### src/design/lpmc_pkg.sv
// Package for the linear regulator power-mode decode block.
// Assumes an AXI4-Lite slave with 32-bit data; one byte register per word.
package lpmc_pkg;

  // Register indexes; the byte address on the bus is four times the index
  localparam logic [7:0]  LPMC_IDX_MODE_LOW  = 8'h98;
  localparam logic [7:0]  LPMC_IDX_MODE_HIGH = 8'h99;
  localparam logic [11:0] LPMC_ADDR_MODE_LOW  = {2'h0, LPMC_IDX_MODE_LOW, 2'h0};
  localparam logic [11:0] LPMC_ADDR_MODE_HIGH = {2'h0, LPMC_IDX_MODE_HIGH, 2'h0};
  localparam int          LPMC_ADDR_W = 12;

  // Factory-programmed values after reset, neutral defaults
  localparam logic [7:0]  LPMC_RST_MODE_LOW  = 8'h00;
  localparam logic [7:0]  LPMC_RST_MODE_HIGH = 8'h00;

  // Count of regulators and field width
  localparam int          LPMC_NREG = 8;
  localparam int          LPMC_FW   = 2;

  // Mode codes and the source code that means software control
  typedef enum logic [1:0]
  {
    LPMC_MODE_OFF    = 2'h0,
    LPMC_MODE_GLOBAL = 2'h1,
    LPMC_MODE_LOWPWR = 2'h2,
    LPMC_MODE_NORMAL = 2'h3
  } lpmc_mode_e;
  localparam logic [1:0]  LPMC_SRC_SOFT = 2'h3;

  // AXI responses
  localparam logic [1:0]  LPMC_RESP_OKAY   = 2'h0;
  localparam logic [1:0]  LPMC_RESP_SLVERR = 2'h2;

  // Per-regulator decoded result
  typedef struct packed
  {
    logic enable;
    logic lowPower;
  } lpmc_out_s;

endpackage : lpmc_pkg

### src/design/lpmc_top.sv
// Linear regulator power-mode decode with an AXI4-Lite register slave.
// Assumes sequencer slot states and the global low-power level are synchronous.
// Overview of operation
// RQ1: Mode 00 keeps the regulator disabled.
// RQ2: Soft source, mode 01: on, follows global low-power.
// RQ3: Soft source, mode 10: on, forced low-power.
// RQ4: Soft source, mode 11: on, forced normal.
// RQ5: Sequencer source, nonzero mode: enable follows slot.
// RQ6: Sequencer, mode 01: low-power follows global signal; code keeps low-power at 0 while the slot is off.
// RQ7: Sequencer, mode 10: slot on gives low-power.
// RQ8: Sequencer, mode 11: slot on gives normal.
// RQ9: Two bytes hold fields, regulator 0 at top.
// RQ10: Outputs recomputed every cycle from current inputs.
//
// The implementer's own choice: the AXI4-Lite register port.
`timescale 1ns/1ps
module lpmc_top
#(
  parameter int NREG = lpmc_pkg::LPMC_NREG
)
(
  // Clock and reset
  input  wire logic                            sys_clk,
  input  wire logic                            rst,
  // AXI4-Lite write address and data
  input  wire logic                            s_axi_awvalid,
  output      logic                            s_axi_awready,
  input  wire logic [lpmc_pkg::LPMC_ADDR_W-1:0] s_axi_awaddr,
  input  wire logic                            s_axi_wvalid,
  output      logic                            s_axi_wready,
  input  wire logic [31:0]                     s_axi_wdata,
  input  wire logic [3:0]                      s_axi_wstrb,
  // AXI4-Lite write response
  output      logic                            s_axi_bvalid,
  input  wire logic                            s_axi_bready,
  output      logic [1:0]                      s_axi_bresp,
  // AXI4-Lite read
  input  wire logic                            s_axi_arvalid,
  output      logic                            s_axi_arready,
  input  wire logic [lpmc_pkg::LPMC_ADDR_W-1:0] s_axi_araddr,
  output      logic                            s_axi_rvalid,
  input  wire logic                            s_axi_rready,
  output      logic [31:0]                     s_axi_rdata,
  output      logic [1:0]                      s_axi_rresp,
  // Regulator control inputs
  input  wire logic [2*NREG-1:0]               regulator_sequencer_source_select,
  input  wire logic [NREG-1:0]                 sequencerSlotOn,
  input  wire logic                            globalLowPower,
  // Regulator outputs
  output      logic [NREG-1:0]                 regulatorEnable,
  output      logic [NREG-1:0]                 regulatorLowPower
);
  import lpmc_pkg::*;

  // Decode one regulator from mode, source, slot and global level
  function automatic lpmc_out_s decode_mode(input logic [1:0] mode, input logic [1:0] src,
                                            input logic slot, input logic glp);
    lpmc_out_s o;
    o = '0;
    if (mode != LPMC_MODE_OFF) // RQ1
    begin
      o.enable = (src == LPMC_SRC_SOFT) ? 1'b1 : slot; // RQ2 RQ3 RQ4 RQ5
      unique case (lpmc_mode_e'(mode))
        LPMC_MODE_GLOBAL: o.lowPower = o.enable & glp; // RQ2 RQ6
        LPMC_MODE_LOWPWR: o.lowPower = o.enable;       // RQ3 RQ7
        LPMC_MODE_NORMAL: o.lowPower = 1'b0;           // RQ4 RQ8
        LPMC_MODE_OFF:    o.lowPower = 1'b0;
      endcase
    end
    return o;
  endfunction : decode_mode

  // Extract field n of the 16 bits; regulator 0 at bits 7:6 of low byte
  function automatic logic [1:0] field_of(input logic [15:0] modes, input int n);
    logic [3:0] pos;
    pos = 4'(n < 4 ? (3 - n) * 2 : 8 + (7 - n) * 2);
    return modes[pos +: 2];
  endfunction : field_of

  // Register state
  logic [7:0]  modeLow_reg,  modeLow_next;
  logic [7:0]  modeHigh_reg, modeHigh_next;
  logic        awHeld_reg,   awHeld_next;
  logic        wHeld_reg,    wHeld_next;
  logic [LPMC_ADDR_W-1:0] awAddr_reg, awAddr_next;
  logic [31:0] wData_reg,    wData_next;
  logic [3:0]  wStrb_reg,    wStrb_next;
  logic        bValid_reg,   bValid_next;
  logic [1:0]  bResp_reg,    bResp_next;
  logic        rValid_reg,   rValid_next;
  logic [31:0] rData_reg,    rData_next;
  logic [1:0]  rResp_reg,    rResp_next;
  logic        awRdy_reg,    awRdy_next;
  logic        wRdy_reg,     wRdy_next;
  logic        arRdy_reg,    arRdy_next;
  logic [NREG-1:0] en_reg,   en_next;
  logic [NREG-1:0] lp_reg,   lp_next;
  logic [15:0] modesAll;
  logic        awTake;
  logic        wTake;
  logic        doWrite;

  assign modesAll = {modeHigh_reg, modeLow_reg};
  assign awTake   = s_axi_awvalid & awRdy_reg;
  assign wTake    = s_axi_wvalid & wRdy_reg;
  assign doWrite  = (awHeld_reg | awTake) & (wHeld_reg | wTake) & ~bValid_reg;

  // Write channel: accept address and data in either order, then respond
  always_comb
  begin
    logic [LPMC_ADDR_W-1:0] a;
    logic [7:0]             d;
    a             = awHeld_reg ? awAddr_reg : s_axi_awaddr;
    d             = wHeld_reg ? wData_reg[7:0] : s_axi_wdata[7:0];
    awHeld_next   = awHeld_reg | awTake;
    wHeld_next    = wHeld_reg | wTake;
    awAddr_next   = awTake ? s_axi_awaddr : awAddr_reg;
    wData_next    = wTake ? s_axi_wdata : wData_reg;
    wStrb_next    = wTake ? s_axi_wstrb : wStrb_reg;
    bValid_next   = bValid_reg & ~s_axi_bready;
    bResp_next    = bResp_reg;
    modeLow_next  = modeLow_reg;
    modeHigh_next = modeHigh_reg;
    if (doWrite)
    begin
      awHeld_next = 1'b0;
      wHeld_next  = 1'b0;
      bValid_next = 1'b1;
      bResp_next  = LPMC_RESP_OKAY;
      if ((wHeld_reg ? wStrb_reg[0] : s_axi_wstrb[0]) && a == LPMC_ADDR_MODE_LOW)
        modeLow_next = d; // RQ9
      else if ((wHeld_reg ? wStrb_reg[0] : s_axi_wstrb[0]) && a == LPMC_ADDR_MODE_HIGH)
        modeHigh_next = d; // RQ9
      else if (a != LPMC_ADDR_MODE_LOW && a != LPMC_ADDR_MODE_HIGH)
        bResp_next = LPMC_RESP_SLVERR;
    end
    // Ready worked out a cycle ahead so the pin comes from a flop
    awRdy_next    = ~awHeld_next & ~bValid_next;
    wRdy_next     = ~wHeld_next & ~bValid_next;
  end

  // Read channel: one-cycle answer, unmapped reads give SLVERR and zero
  always_comb
  begin
    rValid_next = rValid_reg & ~s_axi_rready;
    rData_next  = rData_reg;
    rResp_next  = rResp_reg;
    if (s_axi_arvalid && !rValid_reg)
    begin
      rValid_next = 1'b1;
      rResp_next  = LPMC_RESP_OKAY;
      if (s_axi_araddr == LPMC_ADDR_MODE_LOW)
        rData_next = {24'h000000, modeLow_reg}; // RQ9
      else if (s_axi_araddr == LPMC_ADDR_MODE_HIGH)
        rData_next = {24'h000000, modeHigh_reg}; // RQ9
      else
      begin
        rData_next = 32'h00000000;
        rResp_next = LPMC_RESP_SLVERR;
      end
    end
    // Address channel refused while a read answer stands
    arRdy_next = ~rValid_next;
  end

  // Per-regulator decode, evaluated every cycle
  always_comb
  begin
    lpmc_out_s r;
    r = '0;
    en_next = '0;
    lp_next = '0;
    for (int n = 0; n < NREG; n++)
    begin
      r = decode_mode(field_of(modesAll, n), regulator_sequencer_source_select[2*n +: 2],
                      sequencerSlotOn[n], globalLowPower); // RQ10
      en_next[n] = r.enable;
      lp_next[n] = r.lowPower;
    end
  end

  // State registers
  always_ff @(posedge sys_clk or posedge rst)
  begin
    if (rst)
    begin
      modeLow_reg  <= LPMC_RST_MODE_LOW;
      modeHigh_reg <= LPMC_RST_MODE_HIGH;
      awHeld_reg   <= 1'b0;
      wHeld_reg    <= 1'b0;
      awAddr_reg   <= '0;
      wData_reg    <= 32'h00000000;
      wStrb_reg    <= 4'h0;
      bValid_reg   <= 1'b0;
      bResp_reg    <= LPMC_RESP_OKAY;
      rValid_reg   <= 1'b0;
      rData_reg    <= 32'h00000000;
      rResp_reg    <= LPMC_RESP_OKAY;
      awRdy_reg    <= 1'b1;
      wRdy_reg     <= 1'b1;
      arRdy_reg    <= 1'b1;
      en_reg       <= '0;
      lp_reg       <= '0;
    end
    else
    begin
      modeLow_reg  <= modeLow_next;
      modeHigh_reg <= modeHigh_next;
      awHeld_reg   <= awHeld_next;
      wHeld_reg    <= wHeld_next;
      awAddr_reg   <= awAddr_next;
      wData_reg    <= wData_next;
      wStrb_reg    <= wStrb_next;
      bValid_reg   <= bValid_next;
      bResp_reg    <= bResp_next;
      rValid_reg   <= rValid_next;
      rData_reg    <= rData_next;
      rResp_reg    <= rResp_next;
      awRdy_reg    <= awRdy_next;
      wRdy_reg     <= wRdy_next;
      arRdy_reg    <= arRdy_next;
      en_reg       <= en_next;
      lp_reg       <= lp_next;
    end
  end

  // Outputs straight from flip-flops
  assign s_axi_awready     = awRdy_reg;
  assign s_axi_wready      = wRdy_reg;
  assign s_axi_bvalid      = bValid_reg;
  assign s_axi_bresp       = bResp_reg;
  assign s_axi_arready     = arRdy_reg;
  assign s_axi_rvalid      = rValid_reg;
  assign s_axi_rdata       = rData_reg;
  assign s_axi_rresp       = rResp_reg;
  assign regulatorEnable   = en_reg;
  assign regulatorLowPower = lp_reg;

  // Checks on regulator 0 and 7, and on the high mode byte write
  chk_off_disables: assert property (@(posedge sys_clk) disable iff (rst) // RQ1
    field_of(modesAll, 0) == 2'h0 |=> !regulatorEnable[0])
    else $error("regulator 0 enabled with mode off");
  chk_soft_global: assert property (@(posedge sys_clk) disable iff (rst) // RQ2
    field_of(modesAll, 0) == 2'h1 && regulator_sequencer_source_select[1:0] == 2'h3
    |=> regulatorEnable[0] && regulatorLowPower[0] == $past(globalLowPower))
    else $error("soft global mode wrong");
  chk_soft_lowpwr: assert property (@(posedge sys_clk) disable iff (rst) // RQ3
    field_of(modesAll, 0) == 2'h2 && regulator_sequencer_source_select[1:0] == 2'h3
    |=> regulatorEnable[0] && regulatorLowPower[0])
    else $error("soft forced low-power wrong");
  chk_soft_normal: assert property (@(posedge sys_clk) disable iff (rst) // RQ4
    field_of(modesAll, 7) == 2'h3 && regulator_sequencer_source_select[15:14] == 2'h3
    |=> regulatorEnable[7] && !regulatorLowPower[7])
    else $error("soft forced normal wrong");
  chk_seq_follow: assert property (@(posedge sys_clk) disable iff (rst) // RQ5
    field_of(modesAll, 7) != 2'h0 && regulator_sequencer_source_select[15:14] != 2'h3
    |=> regulatorEnable[7] == $past(sequencerSlotOn[7]))
    else $error("sequencer enable not followed");
  chk_seq_global: assert property (@(posedge sys_clk) disable iff (rst) // RQ6
    field_of(modesAll, 7) == 2'h1 && regulator_sequencer_source_select[15:14] != 2'h3
    && sequencerSlotOn[7] |=> regulatorLowPower[7] == $past(globalLowPower))
    else $error("sequencer global mode wrong");
  chk_seq_lowpwr: assert property (@(posedge sys_clk) disable iff (rst) // RQ7
    field_of(modesAll, 0) == 2'h2 && regulator_sequencer_source_select[1:0] != 2'h3
    && sequencerSlotOn[0] |=> regulatorEnable[0] && regulatorLowPower[0])
    else $error("sequencer low-power wrong");
  chk_seq_normal: assert property (@(posedge sys_clk) disable iff (rst) // RQ8
    field_of(modesAll, 0) == 2'h3 && regulator_sequencer_source_select[1:0] != 2'h3
    && sequencerSlotOn[0] |=> regulatorEnable[0] && !regulatorLowPower[0])
    else $error("sequencer normal wrong");
  chk_write_lands: assert property (@(posedge sys_clk) disable iff (rst) // RQ9
    doWrite && awAddr_next == LPMC_ADDR_MODE_HIGH && wStrb_next[0]
    |=> modeHigh_reg == $past(wData_next[7:0]))
    else $error("high mode byte not written");
  chk_prompt_update: assert property (@(posedge sys_clk) disable iff (rst) // RQ10
    $changed(globalLowPower) && field_of(modesAll, 7) == 2'h1
    && regulator_sequencer_source_select[15:14] == 2'h3
    |=> regulatorLowPower[7] == $past(globalLowPower))
    else $error("low-power output did not follow global change");
  chk_off_lowpower: assert property (@(posedge sys_clk) disable iff (rst) // RQ1
    field_of(modesAll, 7) == 2'h0
    |=> !regulatorEnable[7] && !regulatorLowPower[7])
    else $error("regulator 7 active with mode off");

  // Checks on the register slave
  chk_write_low: assert property (@(posedge sys_clk) disable iff (rst) // RQ9
    doWrite && awAddr_next == LPMC_ADDR_MODE_LOW && wStrb_next[0]
    |=> modeLow_reg == $past(wData_next[7:0]))
    else $error("low mode byte not written");
  chk_strobe_off: assert property (@(posedge sys_clk) disable iff (rst) // RQ9
    doWrite && !wStrb_next[0]
    |=> $stable(modeLow_reg) && $stable(modeHigh_reg))
    else $error("mode byte changed with strobe off");
  chk_bad_addr: assert property (@(posedge sys_clk) disable iff (rst) // RQ9
    doWrite && awAddr_next != LPMC_ADDR_MODE_LOW && awAddr_next != LPMC_ADDR_MODE_HIGH
    |=> s_axi_bresp == LPMC_RESP_SLVERR)
    else $error("unmapped write not refused");
  chk_ready_blocked: assert property (@(posedge sys_clk) disable iff (rst) // RQ9
    s_axi_bvalid |-> !s_axi_awready && !s_axi_wready)
    else $error("write accepted while response stands");
  chk_read_answer: assert property (@(posedge sys_clk) disable iff (rst) // RQ9
    s_axi_arvalid && s_axi_arready |=> s_axi_rvalid)
    else $error("read answer missing");
  chk_read_low: assert property (@(posedge sys_clk) disable iff (rst) // RQ9
    s_axi_arvalid && s_axi_arready && s_axi_araddr == LPMC_ADDR_MODE_LOW
    |=> s_axi_rdata == {24'h000000, $past(modeLow_reg)} && s_axi_rresp == LPMC_RESP_OKAY)
    else $error("low mode byte read wrong");

endmodule : lpmc_top

### config.mk
export PLATFORM = sky130hd
export DESIGN_NAME = lpmc_top
export DESIGN_NICKNAME = d
export VERILOG_FILES = /design/src/design/lpmc_pkg.sv /design/src/design/lpmc_top.sv
export SDC_FILE = /design/constraint.sdc
export NUM_CORES = 1
export LEC_CHECK = 0
export BUFFER_PORTS_ARGS = -buffer_cell sky130_fd_sc_hd__buf_2
export CAP_MARGIN = 20
export CORE_UTILIZATION = 47
export CTS_CLUSTER_DIAMETER = 150
export DETAILED_ROUTE_END_ITERATION = 10
export PLACE_DENSITY_LB_ADDON = 0.2
export SYNTH_ARGS = -nofsm -noshare
export SYNTH_HDL_FRONTEND = slang
export SYNTH_SLANG_ARGS = --single-unit
### constraint.sdc
create_clock -name sys_clk -period 2.8 [get_ports sys_clk]
set_clock_uncertainty 0.15 [all_clocks]
set_input_delay 0.42 -clock sys_clk [delete_from_list [all_inputs] [get_ports sys_clk]]
set_output_delay 0.42 -clock sys_clk [all_outputs]
set_load 0.01 [all_outputs]
# Word-level counts from Yosys, hierarchy flattened
# Index checks and enable logic that the tools add are counted.
# word_totals
rom_bits	0
latch_bits	0
reg_bits	96
ramBits	0
out_inout_bits	57
n_memories	0
# classes
n_lt_le_gt_ge	0
div_mod_pow	0
add_sub_neg	0
n_mux	38
n_reduce_logical	31
bitwise	26
shift	0
n_mul	0
n_eq_ne	38
# op_table
cell	n
equality test 12 x 10 -> 1 bit (second input constant)	4
equality test 2 bit (second input constant)	24
2-to-1 mux 2 bit	13
2-to-1 mux 8 bit	3
inequality test 12 x 10 -> 1 bit (second input constant)	2
case mux 1 bit (3 select lines)	8
bitwise AND 1 bit	16
equality test 2 x 1 -> 1 bit (second input constant)	8
logical NOT 2 bit	8
nonzero test 2 bit	8
OR reduction 2 bit	8
2-to-1 mux 1 bit	13
2-to-1 mux 12 bit	1
NOT 1 bit	8
logical AND 1 bit	4
AND reduction 3 bit	1
bitwise OR 1 bit	2
AND reduction 2 bit	1
logical NOT 1 bit	1

# Logic depth before layout (Yosys ltp)
# logic_depth
depth_word	7
depth_mapped	5
ltp_nobuf	4

# Worst setup path before layout
# OpenSTA, ideal clock, no wires.
# synth_timing
path_type	register to register
start	reg awHeld_reg
end	reg modeHigh_reg[0]
setup_ns	0.125
n_path_buf	1
arrival_time_ns	2.184
path_stages_with_launch	6
required_time_ns	2.525
setup_slack_ns	0.341
cell_sequence	dfrtp_1 buf_6 or4b_4 o22a_4 nor4_4 mux2_4
# synth_between
elab_chain_cells	5
word_cells_on_any_way	10
cone_classes	eq/ne: 2; mux: 1; bitwise: 4; reduce/logical: 3
# synth_rtl
element	line_no	text
start: declaration	lpmc_top.sv:83	logic awHeld_reg, awHeld_next;
start signal: assignment	lpmc_top.sv:209	awHeld_reg <= awHeld_next;
2-to-1 mux 12 bit	lpmc_top.sv:113	a = awHeld_reg ? awAddr_reg : s_axi_awaddr;
equality test 12 x 10 -> 1 bit	lpmc_top.sv:130	if ((wHeld_reg ? wStrb_reg[0] : s_axi_wstrb[0]) && a == LPMC_ADDR_MODE_LOW)
logical AND 1 bit	lpmc_top.sv:130	
NOT 1 bit (no source line)	-	
AND reduction 3 bit (no source line) *	-	
end signal: assignment	lpmc_top.sv:208	modeHigh_reg <= modeHigh_next;
end: declaration	lpmc_top.sv:82	logic [7:0] modeHigh_reg, modeHigh_next;
# Mark *: on every way between the ends. The rest lies on a longest branch, timed or not.
# A chain may end at the register's enable or synchronous reset.

# Worst setup path after layout
# layout_timing
start	reg awHeld_reg
end	reg modeHigh_reg[5]
# Same word-level chain as after synthesis.

==> key figures <==
STA
  • Final period util: 80.6%
  • RSZ-0062 raised after global routing: no
  • Pins over their slew limit: 0
  • Fin. Hold Viols: 0
  • Rel. slew slack: 59.9%
  • Final setup vio count: 0
  • Post-route setup TNS: 0 ps
  • Min cycle time layout: ~2300 ps
  • F_max: 0.443 GHz
  • Worst hold slack: 111 ps
  • Worst Tran Pin Value: 602 ps

GRT
  • Initial antenna violation count: 0
  • GRT Residual Overflow: 0
  • Largest net degree at the start of global routing: 71
  • Total track usage: between 10% and 20%
  • Vias in the first global route: 2,088
  • First-pass GRT wire length: 9600 µm

Yosys
  • Yosys warning count: 0
  • Adder-cell share of the synthesized area: 0%
  • Seq cells post-synth: 70
  • Top-count cell post-synth: dfrtp_1
  • Async SR Flop Fraction: between 90% and 100%
  • Top_reg_cell synth: dfrtp_1
  • Post-synth EDFFs: 0
  • Post-synth top area share: 51.7%
  • Synth unique cells: 36
  • Most frequent cells after synthesis: dfrtp_1, mux2_2, buf_4
  • Cell area after synthesis: 3250 µm²
  • Compound-Gate Fraction of Synth Area: 7.02%
  • Area leader, netlist: dfrtp_1
  • Largest family of logic cells by synthesized area: multiplexers
  • Post-synthesis simple-gate area fraction: 10.8%
  • Sequential share of the synthesized area: 54.1%
  • Cell count after synthesis: 252
  • Synth Area per Inst: about 13 µm²
  • Mux cell area share after synthesis: 20.9%
  • Xor-xnor portion of the synthesized cell area: 0%
  • Top post-synthesis cells by area: dfrtp_1, mux2_2, mux2_4

Routing
  • Vias: 2,186
  • Met1 wire length: 2550 µm
  • Drt total wl: 5960 µm
  • Pre-antenna DRT Iters: 4
  • Wirelength per Cell: about 14 µm
  • Highest Signal Layer: met4
  • Drt drc: 0
  • DR WL met2: 2940 µm
  • Met3 WL post-DR: 395 µm
  • DRT antenna net count: 0
  • Vias per inst: 4.96
  • Initial DRC Count: 42

Finish
  • P&R area growth vs syn: 24.0%
  • Finished Cell Area: 4030 µm²
  • Filler instances: 534
  • Diodes inserted: 0
  • Max reg flops: 12
  • Finished Layout Cells: around 440
  • Fraction of layout cells with a size suffix above 1: roughly 48%
  • Final nets: 451

Power
  • Part of the power in registers: 43.1%
  • Switching power: 0.000810 W
  • Pint: between 0.002 and 0.0025 W
  • Worst IR Drop VDD: 0.479 mV
  • Clk pwr share: 35.0%
  • Net Sw Frac: 26.3%
  • Combinational Power Share: 21.9%
  • Power Density: around 760 nW/µm²
  • Static Leak: 2.03 nW

Min path
  • Hold-critical path depth: 2
  • Hold Crit Class: in -> reg
  • Min-delay src: s_axi_rready
  • Hold endpoint: s_axi_rvalid$_DFF_PP0_

Critical path
  • Reg2reg path depth: 5
  • Setup crit end kind: flip-flop
  • Reg2Reg Setup Slack: 540 ps
  • CP max FO: 8
  • Reg2reg start: awHeld_reg$_DFF_PP0_
  • Worst Setup Path Type: reg -> reg
  • Worst Path Arrival: 2330 ps
  • Startpoint Class: flip-flop
  • Worst r2r dst: modeHigh_reg[5]$_DFFE_PP0P_
  • Setup crit start: awHeld_reg$_DFF_PP0_
  • Req. time, crit path: around 2900 ps

Clocking
  • Root Driver: clkbuf_8
  • Post CTS Setup Buffer Count: 0
  • H-Tree Depth: 3
  • Clk_lat worst skew: between 300 and 400 ps
  • Clock transition at path regs: 80 ps
  • CTS tree: yes
  • Cts bufs inserted: 9
  • Clk buf depth: 2
  • Clock sinks: 70

Placement
  • Placer congestion estimate: 0.678
  • Port bufs: between 90 and 100
  • DP Cell Count: about 420
  • HPWL Detailed: about 4300 µm
  • Placement Cell Area: between 3000 and 4000 µm²

Floorplanning
  • Die X: 85.1 µm
  • IO Pins: 149
  • Initial Utilization: 50.0%
  • Core area: between 6000 and 7000 µm²
  • Cell row count: 29
  • Chip height: 85.1 µm
  • Die Area: 7240 µm²

Status
  • Outcome: completed

Run
  • Number of max-cap violations: 0
[logic make-up after synthesis]
| kind of cell | count (synthesis) |
|---|---|
| other | 1 |
| AOI/OAI and AO/OA | 34 |
| and+or+nand+nor | 58 |
| DFF | 70 |
| buffers and inverters | 33 |
| muxes | 56 |
[final cells by class]
| cell class | count | area (µm²) | area share (%) |
|---|---|---|---|
| inverters | 2 | 7.51 | 0.187 |
| well taps | 77 | 96.3 | 2.39 |
| multi-input cells | 174 | 1350 | 33.6 |
| clock buffers | 9 | 124 | 3.08 |
| repair buffers | 102 | 543 | 13.5 |
| flip-flops and latches | 70 | 1760 | 43.6 |
| clock inverters | 7 | 145 | 3.61 |
[how the worst max path moves through the flow]
stage                                   to  slack, ps
3_5_place_dp   modeHigh_reg[2]$_DFFE_PP0P_        370
2_1_floorplan  modeHigh_reg[0]$_DFFE_PP0P_        340
3_3_place_gp   modeHigh_reg[6]$_DFFE_PP0P_        390
5_1_grt        modeHigh_reg[5]$_DFFE_PP0P_        470
4_1_cts        modeHigh_reg[5]$_DFFE_PP0P_        530
6_report       modeHigh_reg[5]$_DFFE_PP0P_        540
[stage by stage]
stage          setup WS [ps]  total power, W  util, %
3_5_place_dp             373         0.00202     57.7
6_report                 542         0.00307     62.0
2_1_floorplan            341         0.00186        -
5_1_grt                  468         0.00323     62.0
3_3_place_gp             387         0.00200     57.7
4_1_cts                  527         0.00311     62.0
[layer usage]
metal / track usage (%) / vias to the layer above
li1: - / 1056
met1: 21.5 / 1044
met2: 29.4 / 81
met3: 5.16 / 5
met4: 7.40 / 0
met5: 0 / -
[timing repair]
item	CTS	global route
hold buffers	1	0
gates resized for setup	0	0
hold endpoints to repair	9	0
setup endpoints to repair	0	0
[critical path: stages, from the launching register on]
cell	delay (ps)
dfrtp_1	380
or4b_4	510
o22a_4	250
nor4_4	260
buf_4	250
mux2_4	320
[cells in the final DEF, fill, tap and decap left out, drive strengths merged, types with 2 or more instances in the layout]
cell,Yosys,routed
buf,29,101
dfrtp,67,67
mux2,47,47
conb,1,26
nor2,20,20
a21oi,11,11
nand2,10,10
mux2i,9,9
nand2b,9,9
o21ai,9,9
clkbuf,2,9
a211oi,8,8
nor2b,4,4
bufinv,0,4
dfstp,3,3
nor4b,3,3
nor4,3,3
inv,2,3
nor4bb,2,2
o211ai,2,2
nor3,2,2
[power by group through the flow]
| stage | sequential [W] | clock (W) | combinational, W |
|---|---|---|---|
| 6_report | 0.00133 | 0.00108 | 0.000672 |
| 3_3_place_gp | 0.00134 | 0 | 0.000661 |
| 5_1_grt | 0.00135 | 0.00114 | 0.000745 |
| 4_1_cts | 0.00133 | 0.00110 | 0.000686 |
| 2_1_floorplan | 0.00133 | 0 | 0.000534 |
| 3_5_place_dp | 0.00134 | 0 | 0.000680 |
(Power assumes the default switching activity.)
